--- config.mk ---
export PLATFORM = sky130hd
export DESIGN_NAME = lbx_exec
export DESIGN_NICKNAME = d
export VERILOG_FILES = /design/src/lbx_pkg.sv /design/src/lbx_exec.sv
export SDC_FILE = /design/constraint.sdc
export NUM_CORES = 1
export LEC_CHECK = 0
export BUFFER_PORTS_ARGS = -buffer_cell sky130_fd_sc_hd__buf_2
export CAP_MARGIN = 20
export CORE_MARGIN = 1.5
export CORE_UTILIZATION = 30
export CTS_CLUSTER_DIAMETER = 80
export DETAILED_ROUTE_END_ITERATION = 6
export RECOVER_POWER = 100
export SYNTH_ARGS = -nofsm -noshare
export SYNTH_HDL_FRONTEND = slang
export SYNTH_SLANG_ARGS = --single-unit
--- constraint.sdc ---
create_clock -name clk -period 4.05 [get_ports clk]
set_input_delay 0.2025 -clock clk [delete_from_list [all_inputs] [get_ports clk]]
set_output_delay 0.2025 -clock clk [all_outputs]
set_load 0.02 [all_outputs]
--- src/lbx_pkg.sv ---
package lbx_pkg;

    localparam logic [7:0] OPC_AND_LITERAL = 8'hB5;
    localparam logic [6:0] OPC_AND_REGISTER = 7'h05;
    localparam logic [4:0] OPC_BIT_CLEAR = 5'h11;
    localparam int DEST_BIT = 8;
    localparam logic [7:0] ACC_RESET = 8'h00;

    typedef enum logic [1:0]
    {
        PH_DECODE  = 2'b00,
        PH_READ    = 2'b01,
        PH_EXECUTE = 2'b11,
        PH_WRITE   = 2'b10
    } lbx_phase_t;

    typedef enum logic [1:0]
    {
        OP_NONE    = 2'h0,
        OP_ANDLIT  = 2'h1,
        OP_ANDREG  = 2'h2,
        OP_BITCLR  = 2'h3
    } lbx_op_t;

    typedef struct packed
    {
        logic       en;
        logic [7:0] addr;
        logic [7:0] data;
    } lbx_fwrite_t;

endpackage : lbx_pkg

--- src/lbx_exec.sv ---
`timescale 1ns/1ps
module lbx_exec
    import lbx_pkg::*;
(
    input  wire logic        clk,
    input  wire logic        srst,
    input  wire logic [15:0] instrWord,
    input  wire logic [7:0]  fileRdData,
    input  wire logic        accLoadEn,
    input  wire logic [7:0]  accLoadData,
    output logic [7:0]       fileRdAddr,
    output lbx_fwrite_t      fileWrite,
    output logic [7:0]       workingAccumulator,
    output logic             zeroFlag,
    output lbx_phase_t       phase,
    output logic             cycleDone
);

    lbx_phase_t  phase_reg, phase_next;
    lbx_op_t     op_reg, op_next;
    logic [15:0] instr_reg, instr_next;
    logic [7:0]  operand_reg, operand_next;
    logic [7:0]  result_reg, result_next;
    logic [7:0]  acc_reg, acc_next;
    logic        zero_reg, zero_next;
    lbx_fwrite_t fw_reg, fw_next;

    lbx_op_t decoded;
    logic    destFile;
    logic [2:0] bitSel;

    always_comb
    begin
        // Decoded from the live word; only the decode phase latches it
        if (instrWord[15:8] == OPC_AND_LITERAL)
            decoded = OP_ANDLIT;
        else if (instrWord[15:9] == OPC_AND_REGISTER)
            decoded = OP_ANDREG;
        else if (instrWord[15:11] == OPC_BIT_CLEAR)
            decoded = OP_BITCLR;
        else
            decoded = OP_NONE;
    end

    assign destFile = instr_reg[DEST_BIT];
    assign bitSel   = instr_reg[10:8];

    always_comb
    begin
        phase_next   = phase_reg;
        op_next      = op_reg;
        instr_next   = instr_reg;
        operand_next = operand_reg;
        result_next  = result_reg;
        acc_next     = acc_reg;
        zero_next    = zero_reg;
        // Strobe defaults low every cycle so a write lasts exactly one cycle
        fw_next      = '0;
        unique case (phase_reg)
            PH_DECODE:
            begin
                instr_next = instrWord;
                op_next    = decoded;
                phase_next = PH_READ;
                // Outside loads land only here, so an op in flight sees a steady accumulator
                if (accLoadEn)
                    acc_next = accLoadData;
            end
            PH_READ:
            begin
                // Literal comes from the word, every other op from the file
                operand_next = (op_reg == OP_ANDLIT) ? instr_reg[7:0] : fileRdData;
                phase_next   = PH_EXECUTE;
            end
            PH_EXECUTE:
            begin
                unique case (op_reg)
                    OP_ANDLIT,
                    OP_ANDREG: result_next = acc_reg & operand_reg;
                    OP_BITCLR: result_next = operand_reg & ~(8'h01 << bitSel);
                    OP_NONE:   result_next = operand_reg;
                endcase
                phase_next = PH_WRITE;
            end
            PH_WRITE:
            begin
                unique case (op_reg)
                    OP_ANDLIT:
                    begin
                        acc_next  = result_reg;
                        zero_next = (result_reg == 8'h00);
                    end
                    OP_ANDREG:
                    begin
                        zero_next = (result_reg == 8'h00);
                        if (destFile)
                            fw_next = '{en: 1'b1, addr: instr_reg[7:0], data: result_reg};
                        else
                            acc_next = result_reg;
                    end
                    OP_BITCLR:
                        fw_next = '{en: 1'b1, addr: instr_reg[7:0], data: result_reg};
                    OP_NONE:
                        fw_next = '0;
                endcase
                phase_next = PH_DECODE;
            end
        endcase
    end

    always_ff @(posedge clk)
    begin
        if (srst)
        begin
            phase_reg   <= PH_DECODE;
            op_reg      <= OP_NONE;
            instr_reg   <= 16'h0000;
            operand_reg <= 8'h00;
            result_reg  <= 8'h00;
            acc_reg     <= ACC_RESET;
            zero_reg    <= 1'b0;
            fw_reg      <= '0;
        end
        else
        begin
            phase_reg   <= phase_next;
            op_reg      <= op_next;
            instr_reg   <= instr_next;
            operand_reg <= operand_next;
            result_reg  <= result_next;
            acc_reg     <= acc_next;
            zero_reg    <= zero_next;
            fw_reg      <= fw_next;
        end
    end

    assign fileRdAddr         = instr_reg[7:0];
    assign fileWrite          = fw_reg;
    assign workingAccumulator = acc_reg;
    assign zeroFlag           = zero_reg;
    assign phase              = phase_reg;
    // Combinational so the core can advance its fetch in the same cycle
    assign cycleDone          = (phase_reg == PH_WRITE);

    a_phase_order: assert property (@(posedge clk) disable iff (srst)
        phase_reg == PH_DECODE |=> phase_reg == PH_READ ##1 phase_reg == PH_EXECUTE
        ##1 phase_reg == PH_WRITE ##1 phase_reg == PH_DECODE)
        else $error("phase sequence broken");

    a_andlit_result: assert property (@(posedge clk) disable iff (srst)
        phase_reg == PH_WRITE && op_reg == OP_ANDLIT |=>
        acc_reg == ($past(acc_reg, 3) & instr_reg[7:0]) && !fw_reg.en)
        else $error("literal and result wrong");

    a_andreg_zero: assert property (@(posedge clk) disable iff (srst)
        phase_reg == PH_WRITE && op_reg == OP_ANDREG |=> zero_reg == ($past(result_reg) == 8'h00))
        else $error("zero flag wrong");

    a_dest_file: assert property (@(posedge clk) disable iff (srst)
        phase_reg == PH_WRITE && op_reg == OP_ANDREG && destFile |=>
        fw_reg.en && $stable(acc_reg) && fw_reg.data == $past(result_reg))
        else $error("file destination wrong");

    a_dest_acc: assert property (@(posedge clk) disable iff (srst)
        phase_reg == PH_WRITE && op_reg == OP_ANDREG && !destFile |=>
        !fw_reg.en && acc_reg == $past(result_reg))
        else $error("accumulator destination wrong");

    a_addr_pass: assert property (@(posedge clk) disable iff (srst)
        fw_reg.en |-> fw_reg.addr == $past(instr_reg[7:0]))
        else $error("write address wrong");

    a_bitclr_flags: assert property (@(posedge clk) disable iff (srst)
        phase_reg == PH_WRITE && op_reg == OP_BITCLR |=>
        $stable(zero_reg) && $stable(acc_reg) && fw_reg.data[$past(bitSel)] == 1'b0)
        else $error("bit clear wrong");

    a_write_phase: assert property (@(posedge clk) disable iff (srst)
        fw_reg.en |-> $past(phase_reg) == PH_WRITE)
        else $error("write outside write phase");

    a_acc_load: assert property (@(posedge clk) disable iff (srst)
        phase_reg == PH_DECODE && accLoadEn |=> acc_reg == $past(accLoadData))
        else $error("accumulator load lost");

    a_andlit_zero: assert property (@(posedge clk) disable iff (srst)
        phase_reg == PH_WRITE && op_reg == OP_ANDLIT |=> zero_reg == (acc_reg == 8'h00))
        else $error("literal and zero flag wrong");

    // Checks the AND itself instead of trusting the execute register
    a_andreg_data: assert property (@(posedge clk) disable iff (srst)
        phase_reg == PH_WRITE && op_reg == OP_ANDREG |=>
        (fw_reg.en ? fw_reg.data : acc_reg) == ($past(acc_reg) & $past(operand_reg)))
        else $error("register and result wrong");

    // Every bit but the selected one must come back as it was read
    a_bitclr_others: assert property (@(posedge clk) disable iff (srst)
        phase_reg == PH_WRITE && op_reg == OP_BITCLR |=>
        fw_reg.en && (fw_reg.data | (8'h01 << $past(bitSel))) ==
        ($past(operand_reg) | (8'h01 << $past(bitSel))))
        else $error("bit clear touched other bits");

    a_fw_pulse: assert property (@(posedge clk) disable iff (srst)
        fw_reg.en |=> !fw_reg.en)
        else $error("write strobe longer than one cycle");

    a_rd_addr: assert property (@(posedge clk) disable iff (srst)
        phase_reg == PH_READ |-> fileRdAddr == $past(instrWord[7:0]))
        else $error("read address wrong");

    a_none_quiet: assert property (@(posedge clk) disable iff (srst)
        phase_reg == PH_WRITE && op_reg == OP_NONE |=>
        !fw_reg.en && $stable(acc_reg) && $stable(zero_reg))
        else $error("unknown op changed state");

endmodule : lbx_exec

==> reports/results.tsv <==
metric	value	unit
status	finished, final reports clean	
wl_per_cell	13.5	um
crit_type	flop to flop	
power_leakage	1.06	nW
clock_tree.root_cell	clkbuf_8	
ys_top_cells_by_area	dfxtp_1, nand2_1, a21oi_1	
die_area	0.00869	mm^2
cpPeakStageDelay	690	ps
first_global_vias	1946	
clock_path_buffers	2	
worstPathMaxFanout	16	
grt_pass1_wl	9.40	mm
dpl_worst_slack	1820	ps
yosysMostFrequentCell	dfxtp_1	
die_x	93.2	um
viasPerCell	4.64	
vdd_drop_max	0.166	mV
synth-edff-count	0	
hold_buffers	0	
max_slew_margin	34.9	%
rows	32	
drc	0	
largest_reg_flops	17	
synth_area	0.00244	mm^2
period_minus_slack	2250	ps
maxSlewViolCount	0	
core_area	0.00781	mm^2
portBuffers	71	
antenna_found_initial	0	
clock_sinks	57	
hold_viol	0	
cp-end-kind	flop	
gr-total-overflow	0	
drv_cap	0	
cts_resized	0	
fin_crit_sh	55.6	%
cts_tree	built	
synth_commonest_cells	dfxtp_1, nand2_1, nor2_1	
yosysWarningCount	0	
path_clk_slew	70	ps
min_path_type	input port to flop	
n_antenna_cell	0	
clk_latency	340	ps
dieHeight	93.2	um
worstRegToRegCells	6	
drtAntennaViolNets	0	
finalNonFillerCells	436	
rsz0062_at_grt	false	
dp_hpwl	4.19	mm
synthFlopType	dfxtp_1	
grt_start_max_net_pins	44	
worstPathArrival	2500	ps
synth.avg_cell_area	8.95	um^2
async_flop_share	0	%
finClkSkew	7.98	ps
finalSetupTns	0	ps
cp_cell_sequence	inv_1 > ha_1 > nand2b_2 > a311oi_4 > nor2_1 > a311oi_2	
worstPathRequired	4300	ps
postSynthCellCount	273	
vias	2022	
gp_congestion	0.775	
final_core_util	36.9	%
fin_ws	1800	ps
first_pass_iters	4	
setup_viol	0	
ys_seq_elements	57	
post-cts-setup-buffer-count	0	
holdPathStages	3	
area_growth	17.9	%
wl	5.90	mm
num_io_pins	72	
grt_usage	14.4	%
ys_types	33	
drt_iter0_drc	86	
yosysTopAreaCellShare	46.7	%
yosysTopAreaCell	dfxtp_1	
yosysSeqAreaShare	46.7	%
final_nets	369	
floorplan.initialDensity	31.3	%
worst_pin_slew	974	ps
cts_buffers	9	
worst_setup_path_start_kind	flop	
htree_levels	3	
timing.fmax	444	MHz
powerDensity	441	mW/mm^2
cp_slowest_cell	a311oi_4	
place_inst	420	
syn_nets	313	
drive_gt1_share	16.5	%
-- routing by layer --
metal  up-vias  share of wire, %  routed length [um]  global-route usage [%]
met1       918                48                2830                    17.9
met5         -                 0                   0                       0
li1       1046                 -                   -                       -
met4         0               1.6                  96                    5.05
met2        50                45                2660                    22.6
met3         8               5.4                 321                    5.45
-- kinds of logic (layout without fill, tap and decap cells) --
kind of cell	Yosys count	after routing	share of synthesized area [%]
mux	8	8	3.28
buf+inv	31	92	8.56
fa+ha+maj	5	5	2.56
flops	57	57	46.7
simple gates	113	113	21.7
compound gates	59	59	17.2
-- metrics by stage --
stage | instance area (um^2) | hold WS [ps] | power, mW
floorplan | 2440 | 338 | 0.719
global placement | 2740 | 445 | 0.754
detailed placement | 2740 | 448 | 0.756
CTS | 2940 | 85.9 | 1.29
global route | 2880 | 104 | 1.34
finish | 2880 | 98.7 | 1.27
-- cell usage in the layout (no fill, tap or decap), types with 2 or more instances in the layout --
cell type	n
nor2_1	28
nor3_1	2
a211oi_1	8
clkinvlp_4	2
clkbuf_1	39
ha_1	5
nand2_1	50
clkinv_2	2
and2_0	9
inv_1	4
a311oi_2	2
a31oi_1	5
a311oi_1	6
a21oi_1	25
mux2i_1	8
o211ai_1	8
nor2b_1	5
dfxtp_1	57
a41oi_1	2
buf_2	34
clkbuf_8	10
and2_1	8
nor4_1	2
-- report_power, final --
part | internal, mW | switching [mW]
Sequential | 0.585 | 0.0257
Combinational | 0.0484 | 0.0785
Clock | 0.299 | 0.234
-- worst paths after layout --
kind	start	end	slack, ps
hold reg to reg	zeroFlag	zeroFlag	460
setup reg to reg	op_reg[1]	workingAccumulator[7]	1800
hold / removal	instrWord[6]	instr_reg[6]	100
setup / recovery	op_reg[1]	workingAccumulator[7]	1800
-- final cells by class --
class	count	area, um^2
fill	881	4930
multi-input combinational	185	1090
inverter	4	15.0
tap	102	128
timing repair buffer	72	313
sequential	57	1140
clock buffer	11	141
clock inverter	5	55.1
-- worst max-delay path: cells and delay by family (launching register included) --
family | cells | cell delay, ps
DFF | 1 | 360
AOI/OAI and AO/OA | 2 | 950
buffers and inverters | 1 | 100
adders and majority gates | 1 | 500
and+or+nand+nor | 2 | 260
Note: power is estimated with default switching activity, not from simulation.
